**src/common/param_store_pkg.sv**
```systemverilog
/*
 * Parameter store constants: indices, resets, ranges, commands, timing.
 * Assumes a 200 MHz system clock.
 */
package param_store_pkg;
    localparam int CLK_HZ = 200_000_000;
    localparam int MS_PER_S = 1000;
    localparam int CYCLES_PER_MS = CLK_HZ / MS_PER_S;
    localparam int SAVE_LIMIT_MS = 100;

    localparam logic [15:0] IDX_END_HOLD = 16'h2043;
    localparam logic [15:0] IDX_WAIT_BEFORE = 16'h2044;
    localparam logic [15:0] IDX_WAIT_AFTER = 16'h2045;
    localparam logic [15:0] IDX_FREE_STEPS = 16'h2048;
    localparam logic [15:0] IDX_KEY_ACT = 16'h204C;
    localparam logic [15:0] IDX_MODEL = 16'h204D;
    localparam logic [15:0] IDX_VERSION = 16'h204E;
    localparam logic [15:0] IDX_COMMAND = 16'h204F;

    localparam logic [15:0] RST_END_HOLD = 16'h00C8;
    localparam logic [15:0] RST_WAIT_BEFORE = 16'h0096;
    localparam logic [15:0] RST_WAIT_AFTER = 16'h03E8;
    localparam logic [15:0] RST_FREE_STEPS = 16'h0001;
    localparam logic [15:0] RST_KEY_ACT = 16'h0000;

    localparam logic [15:0] MAX_END_HOLD = 16'h03E8;
    localparam logic [15:0] MAX_WAIT_BEFORE = 16'h07D0;
    localparam logic [15:0] MAX_WAIT_AFTER = 16'h0BB8;
    localparam logic [15:0] MIN_FREE_STEPS = 16'h0001;
    localparam logic [15:0] MAX_FREE_STEPS = 16'h0032;
    localparam logic [15:0] MAX_KEY_ACT = 16'h0001;

    localparam logic [15:0] CMD_SAVE = 16'h0001;
    localparam logic [15:0] CMD_DEFAULTS_KEEP = 16'hFFFF;
    localparam logic [15:0] CMD_DEFAULTS_ALL = 16'hFFFE;

    localparam logic [7:0] FACTORY_NODE = 8'h01;
    localparam logic [2:0] FACTORY_BAUD = 3'h3;

    localparam int CW_BUS_POS_BIT = 4;
    localparam int CW_JOG_BIT = 5;
    localparam int CW_KEY_LO_BIT = 8;
    localparam int CW_KEY_HI_BIT = 9;

    localparam logic [15:0] STATUS_OK = 16'h0000;
    localparam logic [15:0] STATUS_BUSY = 16'h0001;
    localparam logic [15:0] STATUS_FAIL = 16'h0002;
    localparam logic [15:0] STATUS_BAD_MEM = 16'h0003;

    typedef enum logic [2:0] {
        PH_IDLE = 3'b000,
        PH_PRE_BRAKE = 3'b001,
        PH_MOVING = 3'b010,
        PH_END_HOLD = 3'b011,
        PH_POST_BRAKE = 3'b100
    } run_phase_type;
endpackage

```
**src/rtl/drive_brake_key_param_store.sv**
```systemverilog
/*
 * Drive parameter objects: run timing, step count, key enable and the
 * defaults/save command with memory status.
 * Assumes decoded object accesses arrive one at a time and a memory
 * engine reports save completion.
 */
`timescale 1ns/10ps
// What this block does
// RULE1 - after each run, hold end-of-run torque for set ms, default 200
// RULE2 - before motion, release brake and wait programmed ms, default 150
// RULE3 - after run, keep brake released programmed ms, default 1000
// RULE4 - hold 16-bit braking-free step count parameter
// RULE5 - no bus: keys on if setting 1, or setting 0 with address 0/1
// RULE6 - bus, setting 0: keys on when jog bit 5 set, bit 4 clear
// RULE7 - bus, setting 1: keys also on in pre-operational state
// RULE8 - while keys enabled, control word bits 8 and 9 are ignored
// RULE9 - command -1 restores defaults, keeps address and baud, references
// RULE10 - command -2 restores all, address 1, 500 kBaud, then references
// RULE11 - new address or baud applies only after device or comm reset
// RULE12 - command 1 starts saving all parameters to nonvolatile memory
// RULE13 - status read after boot: 0 if memory valid, else nonzero
// RULE14 - status read after save: 0 done ok, nonzero busy or failed
// RULE15 - save finishes within 100 ms; master polls for zero
// RULE16 - model code and version are read-only; writes do nothing
// RULE17 - out-of-range values or unknown commands refused, value kept
module drive_brake_key_param_store #(
    parameter logic [15:0] MODEL_CODE = 16'h1234, // arbitrary value
    parameter logic [15:0] FW_VERSION = 16'h0100, // arbitrary value
    parameter int MS_CYCLES = param_store_pkg::CYCLES_PER_MS,
    parameter int SAVE_LIMIT_CYCLES =
        param_store_pkg::SAVE_LIMIT_MS * param_store_pkg::CYCLES_PER_MS
) (
    input wire logic clk_in,
    input wire logic reset_n_in,
    input wire logic acc_valid_in,
    input wire logic acc_write_in,
    input wire logic [15:0] acc_index_in,
    input wire logic [15:0] acc_wdata_in,
    output logic acc_done_out,
    output logic acc_error_out,
    output logic [15:0] acc_rdata_out,
    input wire logic comm_reset_in,
    input wire logic [7:0] pending_node_in,
    input wire logic [2:0] pending_baud_in,
    output logic [7:0] active_node_out,
    output logic [2:0] active_baud_out,
    output logic set_factory_comm_out,
    output logic restore_defaults_out,
    output logic reference_run_out,
    input wire logic bus_connected_in,
    input wire logic preop_in,
    input wire logic [7:0] addr_switch_in,
    input wire logic [15:0] control_word_in,
    output logic keys_enabled_out,
    output logic [15:0] eff_control_word_out,
    input wire logic run_request_in,
    input wire logic motion_done_in,
    output logic brake_release_out,
    output logic motor_enable_out,
    output logic end_hold_torque_out,
    output logic [15:0] free_step_count_out,
    input wire logic mem_valid_in,
    input wire logic save_done_in,
    input wire logic save_ok_in,
    output logic save_start_out
);
    import param_store_pkg::*;

    localparam int CNT_W = 32;

    // pins from outside: two-stage synchronisers
    logic [7:0] sw_s1, sw_s2;
    logic bus_s1, bus_s2;

    logic [15:0] end_hold_torque_duration;
    logic [15:0] brake_wait_before_run;
    logic [15:0] brake_wait_after_run;
    logic [15:0] brake_free_step_count;
    logic [15:0] external_key_activation;
    logic [15:0] save_status;
    logic saving;
    logic [CNT_W-1:0] save_cnt;

    run_phase_type phase, next_phase;
    logic [CNT_W-1:0] tick_cnt;
    logic [15:0] ms_cnt;
    logic [15:0] next_ms;
    logic ms_tick;

    function automatic logic in_range(input logic [15:0] v,
                                      input logic [15:0] lo,
                                      input logic [15:0] hi);
        in_range = (v >= lo) && (v <= hi);
    endfunction

    // access decode
    wire wr = acc_valid_in && acc_write_in;
    wire hit_end = acc_index_in == IDX_END_HOLD;
    wire hit_before = acc_index_in == IDX_WAIT_BEFORE;
    wire hit_after = acc_index_in == IDX_WAIT_AFTER;
    wire hit_steps = acc_index_in == IDX_FREE_STEPS;
    wire hit_key = acc_index_in == IDX_KEY_ACT;
    wire hit_model = acc_index_in == IDX_MODEL;
    wire hit_ver = acc_index_in == IDX_VERSION;
    wire hit_cmd = acc_index_in == IDX_COMMAND;
    wire hit_any = hit_end | hit_before | hit_after | hit_steps | hit_key |
                   hit_model | hit_ver | hit_cmd;
    wire cmd_save = acc_wdata_in == CMD_SAVE;
    wire cmd_keep = acc_wdata_in == CMD_DEFAULTS_KEEP;
    wire cmd_all = acc_wdata_in == CMD_DEFAULTS_ALL;
    wire w_end_ok = wr && hit_end &&
        in_range(acc_wdata_in, 16'h0000, MAX_END_HOLD); // RULE17
    wire w_before_ok = wr && hit_before &&
        in_range(acc_wdata_in, 16'h0000, MAX_WAIT_BEFORE); // RULE17
    wire w_after_ok = wr && hit_after &&
        in_range(acc_wdata_in, 16'h0000, MAX_WAIT_AFTER); // RULE17
    wire w_steps_ok = wr && hit_steps &&
        in_range(acc_wdata_in, MIN_FREE_STEPS, MAX_FREE_STEPS); // RULE17
    wire w_key_ok = wr && hit_key &&
        in_range(acc_wdata_in, 16'h0000, MAX_KEY_ACT); // RULE17
    // a save while one is running is refused rather than restarted
    wire w_save = wr && hit_cmd && cmd_save && !saving; // RULE12
    wire w_def = wr && hit_cmd && (cmd_keep || cmd_all); // RULE9 RULE10
    wire w_ok = w_end_ok | w_before_ok | w_after_ok | w_steps_ok |
                w_key_ok | w_save | w_def;
    // read-only objects refuse writes, storage untouched
    wire acc_err = acc_valid_in &&
        (!hit_any || (acc_write_in && !w_ok)); // RULE16

    logic [15:0] rd_mux;
    always_comb begin
        unique case (1'b1)
            hit_end: rd_mux = end_hold_torque_duration;
            hit_before: rd_mux = brake_wait_before_run;
            hit_after: rd_mux = brake_wait_after_run;
            hit_steps: rd_mux = brake_free_step_count;
            hit_key: rd_mux = external_key_activation;
            hit_model: rd_mux = MODEL_CODE; // RULE16
            hit_ver: rd_mux = FW_VERSION; // RULE16
            hit_cmd: rd_mux = save_status; // RULE13 RULE14
            default: rd_mux = 16'h0000;
        endcase
    end

    always_ff @(posedge clk_in) begin
        sw_s1 <= addr_switch_in;
        sw_s2 <= sw_s1;
        bus_s1 <= bus_connected_in;
        bus_s2 <= bus_s1;
    end

    always_ff @(posedge clk_in) begin
        if (!reset_n_in) begin
            acc_done_out <= 1'b0;
            acc_error_out <= 1'b0;
            acc_rdata_out <= 16'h0000;
        end else begin
            acc_done_out <= acc_valid_in;
            acc_error_out <= acc_err;
            acc_rdata_out <= (acc_valid_in && !acc_write_in) ?
                rd_mux : 16'h0000;
        end
    end

    always_ff @(posedge clk_in) begin
        if (!reset_n_in || w_def) begin
            end_hold_torque_duration <= RST_END_HOLD; // RULE1
            brake_wait_before_run <= RST_WAIT_BEFORE; // RULE2
            brake_wait_after_run <= RST_WAIT_AFTER; // RULE3
            brake_free_step_count <= RST_FREE_STEPS; // RULE4
            external_key_activation <= RST_KEY_ACT;
        end else begin
            if (w_end_ok) end_hold_torque_duration <= acc_wdata_in;
            if (w_before_ok) brake_wait_before_run <= acc_wdata_in;
            if (w_after_ok) brake_wait_after_run <= acc_wdata_in;
            if (w_steps_ok) brake_free_step_count <= acc_wdata_in; // RULE4
            if (w_key_ok) external_key_activation <= acc_wdata_in;
        end
    end

    // defaults command: one-cycle pulses to the motion and comm layers
    always_ff @(posedge clk_in) begin
        if (!reset_n_in) begin
            restore_defaults_out <= 1'b0;
            set_factory_comm_out <= 1'b0;
            reference_run_out <= 1'b0;
        end else begin
            restore_defaults_out <= w_def; // RULE9
            set_factory_comm_out <= w_def && cmd_all; // RULE10
            reference_run_out <= w_def; // RULE9 RULE10
        end
    end

    // pending comm values only go live here
    always_ff @(posedge clk_in) begin
        if (!reset_n_in || comm_reset_in) begin
            active_node_out <= pending_node_in; // RULE11
            active_baud_out <= pending_baud_in; // RULE11
        end
    end

    // save engine status; a watchdog marks a stuck save as failed
    always_ff @(posedge clk_in) begin
        if (!reset_n_in) begin
            saving <= 1'b0;
            save_cnt <= '0;
            save_start_out <= 1'b0;
            save_status <= STATUS_BAD_MEM;
        end else begin
            save_start_out <= w_save; // RULE12
            if (w_save) begin
                saving <= 1'b1;
                save_cnt <= '0;
                save_status <= STATUS_BUSY; // RULE14
            end else if (saving) begin
                save_cnt <= save_cnt + 1'b1;
                if (save_done_in) begin
                    saving <= 1'b0;
                    save_status <= save_ok_in ? STATUS_OK :
                        STATUS_FAIL; // RULE14
                end else if (save_cnt >= CNT_W'(SAVE_LIMIT_CYCLES - 1)) begin
                    saving <= 1'b0;
                    save_status <= STATUS_FAIL; // RULE15
                end
            end else if (save_status == STATUS_BAD_MEM && mem_valid_in) begin
                save_status <= STATUS_OK; // RULE13
            end
        end
    end

    // key enable and control word masking
    wire key_set = external_key_activation[0];
    wire addr_low = sw_s2 <= 8'h01;
    wire cw_jog = control_word_in[CW_JOG_BIT] &&
                  !control_word_in[CW_BUS_POS_BIT];
    wire keys_on = !bus_s2 ? (key_set || addr_low) // RULE5
                 : (cw_jog || (key_set && preop_in)); // RULE6 RULE7
    logic [15:0] cw_masked;
    always_comb begin
        cw_masked = control_word_in;
        if (keys_on) begin
            cw_masked[CW_KEY_LO_BIT] = 1'b0; // RULE8
            cw_masked[CW_KEY_HI_BIT] = 1'b0; // RULE8
        end
    end

    always_ff @(posedge clk_in) begin
        if (!reset_n_in) begin
            keys_enabled_out <= 1'b0;
            eff_control_word_out <= 16'h0000;
            free_step_count_out <= RST_FREE_STEPS;
        end else begin
            keys_enabled_out <= keys_on;
            eff_control_word_out <= cw_masked;
            free_step_count_out <= brake_free_step_count; // RULE4
        end
    end

    // millisecond timer for the run sequence
    assign ms_tick = tick_cnt == CNT_W'(MS_CYCLES - 1);
    wire phase_change = next_phase != phase;
    always_ff @(posedge clk_in) begin
        if (!reset_n_in || phase_change || ms_tick)
            tick_cnt <= '0;
        else
            tick_cnt <= tick_cnt + 1'b1;
    end
    always_ff @(posedge clk_in) begin
        if (!reset_n_in || phase_change)
            ms_cnt <= 16'h0000;
        else if (ms_tick)
            ms_cnt <= ms_cnt + 16'h0001;
    end
    assign next_ms = ms_cnt + 16'h0001;
    wire ms_elapsed_before = ms_tick && next_ms >= brake_wait_before_run;
    wire ms_elapsed_hold = ms_tick && next_ms >= end_hold_torque_duration;
    wire ms_elapsed_after = ms_tick && next_ms >= brake_wait_after_run;

    always_comb begin
        next_phase = phase;
        unique case (phase)
            PH_IDLE: if (run_request_in) next_phase = PH_PRE_BRAKE;
            PH_PRE_BRAKE:
                if (brake_wait_before_run == 16'h0000 || ms_elapsed_before)
                    next_phase = PH_MOVING; // RULE2
            PH_MOVING: if (motion_done_in) next_phase = PH_END_HOLD;
            PH_END_HOLD:
                if (end_hold_torque_duration == 16'h0000 || ms_elapsed_hold)
                    next_phase = PH_POST_BRAKE; // RULE1
            PH_POST_BRAKE:
                if (brake_wait_after_run == 16'h0000 || ms_elapsed_after)
                    next_phase = PH_IDLE; // RULE3
            default: next_phase = PH_IDLE;
        endcase
    end

    always_ff @(posedge clk_in) begin
        if (!reset_n_in) begin
            phase <= PH_IDLE;
            brake_release_out <= 1'b0;
            motor_enable_out <= 1'b0;
            end_hold_torque_out <= 1'b0;
        end else begin
            phase <= next_phase;
            brake_release_out <= next_phase != PH_IDLE; // RULE2 RULE3
            motor_enable_out <= next_phase == PH_MOVING; // RULE2
            end_hold_torque_out <= next_phase == PH_END_HOLD; // RULE1
        end
    end

    AST_MOTOR_NOT_BEFORE_WAIT: assert property (@(posedge clk_in) // RULE2
        disable iff (!reset_n_in)
        $rose(brake_release_out) && brake_wait_before_run != 16'h0000
        |-> !motor_enable_out [*2])
        else $error("motor moved before brake wait");
    AST_HOLD_AFTER_RUN: assert property (@(posedge clk_in) // RULE1
        disable iff (!reset_n_in)
        phase == PH_MOVING && motion_done_in |=> end_hold_torque_out ||
        end_hold_torque_duration == 16'h0000)
        else $error("end hold torque not applied");
    AST_BRAKE_HELD_AFTER: assert property (@(posedge clk_in) // RULE3
        disable iff (!reset_n_in)
        $fell(end_hold_torque_out) && brake_wait_after_run != 16'h0000
        |-> brake_release_out)
        else $error("brake engaged too early");
    AST_CW_MASK: assert property (@(posedge clk_in) // RULE8
        disable iff (!reset_n_in)
        keys_enabled_out |-> eff_control_word_out[CW_KEY_HI_BIT:
        CW_KEY_LO_BIT] == 2'b00)
        else $error("control bits 8/9 not masked");
    AST_KEYS_JOG: assert property (@(posedge clk_in) // RULE6
        disable iff (!reset_n_in)
        bus_s2 && control_word_in[CW_JOG_BIT] &&
        !control_word_in[CW_BUS_POS_BIT] |=> keys_enabled_out)
        else $error("jog keys not enabled");
    AST_KEYS_NOBUS: assert property (@(posedge clk_in) // RULE5
        disable iff (!reset_n_in)
        !bus_s2 && !key_set && sw_s2 > 8'h01 |=> !keys_enabled_out)
        else $error("keys enabled at wrong address");
    AST_KEYS_PREOP: assert property (@(posedge clk_in) // RULE7
        disable iff (!reset_n_in)
        bus_s2 && key_set && preop_in |=> keys_enabled_out)
        else $error("keys not enabled in preop");
    AST_SAVE_BUSY: assert property (@(posedge clk_in) // RULE14
        disable iff (!reset_n_in)
        w_save |=> save_start_out && save_status != STATUS_OK)
        else $error("save status not busy");
    AST_SAVE_BOUND: assert property (@(posedge clk_in) // RULE15
        disable iff (!reset_n_in)
        saving |-> save_cnt < CNT_W'(SAVE_LIMIT_CYCLES))
        else $error("save exceeded limit");
    AST_RO_REFUSE: assert property (@(posedge clk_in) // RULE16
        disable iff (!reset_n_in)
        acc_valid_in && acc_write_in && (hit_model || hit_ver)
        |=> acc_error_out && acc_done_out)
        else $error("read-only write accepted");
    AST_RANGE_KEEP: assert property (@(posedge clk_in) // RULE17
        disable iff (!reset_n_in)
        wr && hit_end && acc_wdata_in > MAX_END_HOLD
        |=> $stable(end_hold_torque_duration) && acc_error_out)
        else $error("out-of-range write stored");
    AST_DEF_ALL: assert property (@(posedge clk_in) // RULE10
        disable iff (!reset_n_in)
        wr && hit_cmd && cmd_all |=> set_factory_comm_out &&
        reference_run_out && brake_wait_after_run == RST_WAIT_AFTER)
        else $error("factory restore incomplete");
endmodule

```
**config.mk**
```make
export PLATFORM = sky130hd
export DESIGN_NAME = drive_brake_key_param_store
export DESIGN_NICKNAME = d
export VERILOG_FILES = /design/src/common/param_store_pkg.sv /design/src/rtl/drive_brake_key_param_store.sv
export SDC_FILE = /design/constraint.sdc
export NUM_CORES = 1
export LEC_CHECK = 0
export BUFFER_PORTS_ARGS = -buffer_cell sky130_fd_sc_hd__clkbuf_2
export CAP_MARGIN = 20
export CORE_UTILIZATION = 62
export DETAILED_ROUTE_END_ITERATION = 16
export PLACE_DENSITY = 0.87
export SLEW_MARGIN = 25
export SYNTH_ARGS = -nofsm -noshare
export SYNTH_HDL_FRONTEND = slang
export SYNTH_SLANG_ARGS = --single-unit
```
**constraint.sdc**
```tcl
create_clock -name clk_in -period 10.6 [get_ports clk_in]
set_clock_uncertainty 0.05 [all_clocks]
set_input_delay 0.53 -clock clk_in [delete_from_list [all_inputs] [get_ports clk_in]]
set_output_delay 0.53 -clock clk_in [all_outputs]
set_load 0.05 [all_outputs]
```
* After elaboration in Yosys (flattened, before gate mapping) *
Index checks and enable logic that the tools add are counted.

word-level totals
  register bits = 266
  output and inout bits = 69
  logic and storage cells = 159

operators by class
  add/sub/neg operators = 3
  magnitude comparators = 12
  eq/ne operators = 22
  muxes and demuxes = 18
  bitwise operators = 14
  reduce and logical (&&, ||, !) cells = 59

operator list
  kind                                                   count
  == test 16 x 14 -> 1 bit, second input constant        8
  case mux 16 bit (8 select lines)                       1
  adder 32 x 1 -> 32 bit, second input constant          2
  2-to-1 mux 16 bit                                      4
  >= comparator 16 bit                                   3
  zero test 16 bit                                       3
  == test 16 bit, second input constant                  2
  == test 32 x 18 -> 1 bit, second input constant        1
  >= comparator 16 x 1 -> 1 bit, second input constant   2
  >= comparator 32 x 25 -> 1 bit, second input constant  1
  logical AND 1 bit                                      30
  adder 16 x 1 -> 16 bit, second input constant          1
  == test 16 x 1 -> 1 bit, second input constant         1
  == test 16 x 2 -> 1 bit, second input constant         1
  <= comparator 16 x 1 -> 1 bit, second input constant   1
  <= comparator 16 x 10 -> 1 bit, second input constant  1
  <= comparator 16 x 11 -> 1 bit, second input constant  1
  <= comparator 16 x 12 -> 1 bit, second input constant  1
  <= comparator 16 x 6 -> 1 bit, second input constant   1
  2-to-1 mux 3 bit                                       5
  case mux 3 bit (5 select lines)                        1
  OR 1 bit                                               13
  == test 3 x 2 -> 1 bit, second input constant          4
  logical OR 1 bit                                       11
  15 further kinds                                       29

* Logic depth before layout (Yosys ltp) *
  depth in word-level cells = 13
  mapped depth = 17
  mapped depth without buffers = 14

* Least setup slack after synthesis *
No wires, ideal clock.

  path kind = register -> register
  start point = reg ms_cnt[5]
  end point = reg motor_enable_out
  setup time = 59 ps
  arrival = 3,411 ps
  required time = 10,491 ps
  slack = 7,080 ps
  stages on the path, launching flop included = 16
  clock period less this slack = 3,520 ps
  cell sequence = dfxtp_1 > clkbuf_1 > and3_1 > and3_1 > clkbuf_1 > and4_1 > nand4_1 > xnor2_1 > ha_1 > and4_1 > a311oi_1 > a31oi_4 > nand2b_1 > a311o_1 > inv_2 > and2_1

between the ends
  word-level cells in the longest chain between the ends = 7

RTL lines
  element                                         line                                                                                                        text
  start, declared                                 drive_brake_key_param_store.sv:86                                                                           logic [15:0] ms_cnt;
  start signal, assigned                          drive_brake_key_param_store.sv:272                                                                          ms_cnt <= ms_cnt + 16'h0001;
  adder 16 x 1 -> 16 bit *                        drive_brake_key_param_store.sv:274                                                                          assign next_ms = ms_cnt + 16'h0001;
  via next_ms[15]                                 drive_brake_key_param_store.sv:87                                                                           logic [15:0] next_ms;
  >= comparator 16 bit, on equally long branches  drive_brake_key_param_store.sv:277, drive_brake_key_param_store.sv:275, drive_brake_key_param_store.sv:276
  logical AND 1 bit, on equally long branches     drive_brake_key_param_store.sv:277, drive_brake_key_param_store.sv:275, drive_brake_key_param_store.sv:276
  logical OR 1 bit, on equally long branches      drive_brake_key_param_store.sv:291, drive_brake_key_param_store.sv:284, drive_brake_key_param_store.sv:288
  2-to-1 mux 3 bit, on equally long branches      drive_brake_key_param_store.sv:291, drive_brake_key_param_store.sv:284, drive_brake_key_param_store.sv:288
  case mux 3 bit (5 select lines) *               drive_brake_key_param_store.sv:281                                                                          unique case (phase)
  == test 3 x 2 -> 1 bit *                        drive_brake_key_param_store.sv:306                                                                          motor_enable_out <= next_phase == PH_MOVING;
  end signal, assigned                            drive_brake_key_param_store.sv:301                                                                          motor_enable_out <= 1'b0;
  end signal, assigned                            drive_brake_key_param_store.sv:306
  end, declared                                   drive_brake_key_param_store.sv:59                                                                           output logic motor_enable_out,

The timed path passes the listed nets; every way through them passes the cells marked *.
A chain may end at the register's enable or synchronous reset.

* Final worst setup path *
  start point = reg ms_cnt[5]
  end point = reg ms_cnt[7]

between the ends
  word-level cells in the longest chain between the ends = 8

RTL lines
  element                                         line                                                                                                        text
  adder 16 x 1 -> 16 bit *                        drive_brake_key_param_store.sv:274
  via next_ms[13]                                 drive_brake_key_param_store.sv:87
  >= comparator 16 bit, on equally long branches  drive_brake_key_param_store.sv:277, drive_brake_key_param_store.sv:275, drive_brake_key_param_store.sv:276
  logical AND 1 bit, on equally long branches     drive_brake_key_param_store.sv:277, drive_brake_key_param_store.sv:275, drive_brake_key_param_store.sv:276
  logical OR 1 bit, on equally long branches      drive_brake_key_param_store.sv:291, drive_brake_key_param_store.sv:284, drive_brake_key_param_store.sv:288
  2-to-1 mux 3 bit, on equally long branches      drive_brake_key_param_store.sv:291, drive_brake_key_param_store.sv:284, drive_brake_key_param_store.sv:288
  case mux 3 bit (5 select lines) *               drive_brake_key_param_store.sv:281
  != test 3 bit *                                 drive_brake_key_param_store.sv:261                                                                          wire phase_change = next_phase != phase;
  logical OR 1 bit *                              drive_brake_key_param_store.sv:269                                                                          if (!reset_n_in || phase_change)

Marks and branches as above.

==> impl_metrics.prom <==
# TYPE chip_impl_metric gauge
chip_impl_metric{name="yosys_warnings",unit=""} 0
chip_impl_info{name="setup.worst_path.start",value="ms_cnt[5]"} 1
chip_impl_info{name="timing_worst_setup_path_type",value="flop to flop"} 1
chip_impl_metric{name="clock-sinks",unit=""} 250
chip_impl_metric{name="floorplan.initialDensity",unit="%"} 63.3
chip_impl_metric{name="synth_async_sr_flop_share",unit="%"} 0
chip_impl_metric{name="synthesis.area_per_instance",unit="um2"} 9.03
chip_impl_metric{name="dr.first_iter.drc_count",unit=""} 887
chip_impl_metric{name="ctsHtreeMaxLevel",unit=""} 1
chip_impl_info{name="biggestRegsByFlops",value="save_cnt x32, tick_cnt x32"} 1
chip_impl_metric{name="worst-r2r-cell-count",unit=""} 14
chip_impl_metric{name="insertion_delay_to_the_later_sink_of_the_worst_skew_pair",unit="ns"} 0.54
chip_impl_metric{name="fp-row-count",unit=""} 48
chip_impl_metric{name="slew-limit-headroom",unit="%"} 35.3
chip_impl_info{name="yosys.cell_count.top_type",value="dfxtp_1"} 1
chip_impl_info{name="synth.cells.most_frequent",value="239 x dfxtp_1, 166 x nor2_1, 86 x nand2_1"} 1
chip_impl_info{name="worst_hold_path_type",value="input pin to flop"} 1
chip_impl_metric{name="placedInstanceArea",unit="um2"} 11800
chip_impl_metric{name="synth_top_area_share",unit="%"} 43.7
chip_impl_metric{name="synth_edf_count",unit=""} 11
chip_impl_metric{name="synthesis.instances",unit=""} 1213
chip_impl_info{name="status",value="complete, no violations"} 1
chip_impl_metric{name="place.gp.congestion",unit=""} 0.948
chip_impl_metric{name="io-pin-count",unit=""} 148
chip_impl_info{name="worst_path_max_delay_cell",value="a2111oi_0"} 1
chip_impl_metric{name="grt.met3_usage",unit="%"} 4.95
chip_impl_metric{name="clock_path_buffers",unit=""} 3
chip_impl_metric{name="timing.fmax",unit="MHz"} 232
chip_impl_info{name="top_usage_layer",value="met2"} 1
chip_impl_metric{name="floorplan.core_area",unit="um2"} 17300
chip_impl_info{name="synth.area.top_cells",value="dfxtp_1 44%, ha_1 5.8%, nor2_1 5.7%"} 1
chip_impl_metric{name="global_route.usage.met1",unit="%"} 38.1
chip_impl_metric{name="avgViaCountPerCell",unit=""} 5.97
chip_impl_info{name="ctsRootBufferMaster",value="clkbuf_16"} 1
chip_impl_metric{name="insertedDiodeCount",unit=""} 0
chip_impl_metric{name="yosysUniqueCellTypes",unit=""} 63
chip_impl_metric{name="syn2layout_area_growth",unit="%"} 15.5
chip_impl_metric{name="grt_pass1_vias",unit=""} 8841
chip_impl_metric{name="postSynthNetCount",unit=""} 1343
chip_impl_metric{name="vias",unit=""} 9404
chip_impl_metric{name="clk_transition_reported_paths",unit="ns"} 0.06
chip_impl_metric{name="power_per_cell_area",unit="nW/um2"} 158
chip_impl_info{name="rsz0062_at_grt",value="no"} 1
chip_impl_metric{name="timing_max_transition_violations_final",unit=""} 0
chip_impl_metric{name="finalPower",unit="mW"} 2.00
chip_impl_metric{name="fin_hold_ws",unit="ns"} 0.0433
chip_impl_metric{name="finalWorstPathRequiredPeriod",unit="ns"} 4.31
chip_impl_metric{name="worst_pin_slew",unit="ns"} 0.969
chip_impl_metric{name="gr-usage-all-layers",unit="%"} 31.5
chip_impl_metric{name="drtPass1Iterations",unit=""} 5
chip_impl_info{name="critical_path.endpoint",value="ms_cnt[7]"} 1
chip_impl_info{name="critPathCaptureType",value="flop"} 1
chip_impl_metric{name="cts-hold-fix-buffers",unit=""} 0
chip_impl_metric{name="netlist_area",unit="um2"} 10900
chip_impl_metric{name="die_area",unit="um2"} 18200
chip_impl_metric{name="maximum_number_of_pins_on_one_net_before_global_route_repair",unit=""} 43
chip_impl_info{name="clock_tree_from_tritoncts",value="built"} 1
chip_impl_metric{name="cts.repair.resized",unit=""} 0
chip_impl_metric{name="grt_use_met2",unit="%"} 55.0
chip_impl_metric{name="crit_path_max_fanout",unit=""} 38
chip_impl_metric{name="worstPathRequired",unit="ns"} 11.01
chip_impl_info{name="critical_path.reg2reg.endpoint",value="ms_cnt[7]"} 1
chip_impl_metric{name="tritoncts.num_buffers",unit=""} 25
chip_impl_metric{name="synth_sequential_area_ratio",unit="%"} 46.7
chip_impl_metric{name="final_design_area_no_fill",unit="um2"} 12600
chip_impl_metric{name="cp_slowest_stage_delay",unit="ns"} 0.50
chip_impl_metric{name="min_period_over_period",unit="%"} 40.6
chip_impl_info{name="worst_r2r_startpoint",value="ms_cnt[5]"} 1
chip_impl_metric{name="critical_path_arrival",unit="ns"} 4.72
chip_impl_metric{name="layout.nets",unit=""} 1462
chip_impl_info{name="yosysTopAreaCell",value="dfxtp_1"} 1
chip_impl_metric{name="drv.max_cap_violation_count",unit=""} 0
chip_impl_metric{name="placement.io_buffers",unit=""} 146
chip_impl_metric{name="rrSetupSlack",unit="ns"} 6.29
chip_impl_metric{name="gr_ovfl_total",unit=""} 0
chip_impl_metric{name="leakagePower",unit="nW"} 5.18
chip_impl_info{name="worstSetupStartpointType",value="flop"} 1
chip_impl_metric{name="setup_violations",unit=""} 0
chip_impl_metric{name="yosys_register_bits",unit=""} 250
chip_impl_metric{name="max-vdd-ir-drop",unit="mV"} 0.138
chip_impl_metric{name="post_route_cells_drive_above_1_share",unit="%"} 16.1
chip_impl_metric{name="die-height",unit="um"} 135
chip_impl_metric{name="cts_setup_buffers",unit=""} 0
chip_impl_metric{name="total_negative_slack_for_setup_checks",unit="ns"} 0
chip_impl_metric{name="finalHoldViolCount",unit=""} 0
chip_impl_metric{name="hold_path_depth",unit=""} 1
chip_impl_metric{name="fp.dieW",unit="um"} 135
chip_impl_info{name="timing.critical_path.cells",value="and3_1, and3_1, and4_1, nand2_1, xnor2_1, ha_1, a211oi_1, nor2_1, a2111oi_0, o21ai_0, a31oi_1, nand2_1, buf_4, nor2_1"} 1
chip_impl_metric{name="route.detailed.drc",unit=""} 0
chip_impl_metric{name="antenna_found_initial",unit=""} 0
chip_impl_metric{name="grt_pass1_wl",unit="mm"} 45.1
chip_impl_metric{name="post-dp-hpwl",unit="mm"} 20.0
chip_impl_metric{name="wl",unit="mm"} 28.5
chip_impl_metric{name="wl_per_cell",unit="um"} 18.1
chip_impl_info{name="ys.flop_type",value="dfxtp_1"} 1
chip_impl_metric{name="final_antenna_net_count",unit=""} 0
==> critical path, delay by kind of cell (launching register included) <==
kind | cells | cell delay, ns
AOI/OAI and AO/OA | 4 | 1.42
xor gates and xnor gates | 1 | 0.38
adders and majority gates | 1 | 0.35
buffers and inverters | 1 | 0.26
DFF | 1 | 0.45
and+or+nand+nor | 7 | 1.31
==> layer usage <==
metal,vias up,wire length [um]
li1,4471,-
met3,107,2490
met5,-,0
met2,509,13700
met4,0,1380
met1,4317,10900
==> kinds of logic (layout without fill, tap and decap cells) <==
kind of cell	count (synthesis)	after routing	synth area share, %
flops	250	250	46.7
fa+ha+maj	51	51	5.83
xor+xnor	85	85	6.80
compound gates	168	168	10.3
mux	23	23	2.11
buf+inv	122	259	4.63
simple gates	514	514	23.6
==> power breakdown <==
part           internal [mW]  switching [mW]  total (mW)
clock network          0.556           0.381       0.937
registers              0.959         0.00460       0.964
logic                 0.0250          0.0725      0.0975
==> area by class of cell <==
class                   instances  area, um2
clock buffers                  30        674
clock inverters                15        205
fillers                      1194       4660
inverters                      63        236
multi-input cells             841       5360
flip-flops and latches        250       5110
well taps                     225        282
repair buffers                151        768
==> layout by cell type, fill, tap and decap left out, drive strengths merged, types with 3 or more instances in the layout <==
cell and count:
dfxtp 239, clkbuf 176, nor2 166, nand2 86, inv 64, ha 51
and3 47, nand3 46, xor2 43, o21ai 43, xnor2 42, a21oi 38
and2 34, nor4 32, nor3 30, nand4 27, mux2i 22, a22oi 16
o211ai 15, a221oi 15, or3 13, edfxtp 11, a31oi 11, clkinv 8
nand2b 7, and4 6, nor2b 6, a211oi 5, buf 5, or4 5
o21a 4, bufinv 4, nor4b 4, a211o 3
==> worst min-delay path by stage <==
| stage | slack, ns | end | startpoint |
|---|---|---|---|
| after floorplan | 0.26 | bus_s2 | bus_s1 |
| after global placement | 0.26 | sw_s2[4] | sw_s1[4] |
| after detailed placement | 0.26 | sw_s2[4] | sw_s1[4] |
| after CTS | 0.04 | bus_s1 | bus_connected_in |
| after global routing | 0.03 | sw_s1[4] | addr_switch_in[4] |
| final | 0.04 | bus_s1 | bus_connected_in |
==> through the flow <==
step | utilization (%) | cells | worst slack, ns
after CTS | 73.0 | 1575 | 6.44
final | 73.1 | 1575 | 6.29
after global placement | 67.9 | 1530 | 6.71
after global routing | 73.1 | 1575 | 6.20
after floorplan | - | 1213 | 7.08
after detailed placement | 67.9 | 1530 | 6.52
Note: power is estimated with default switching activity, not from simulation.
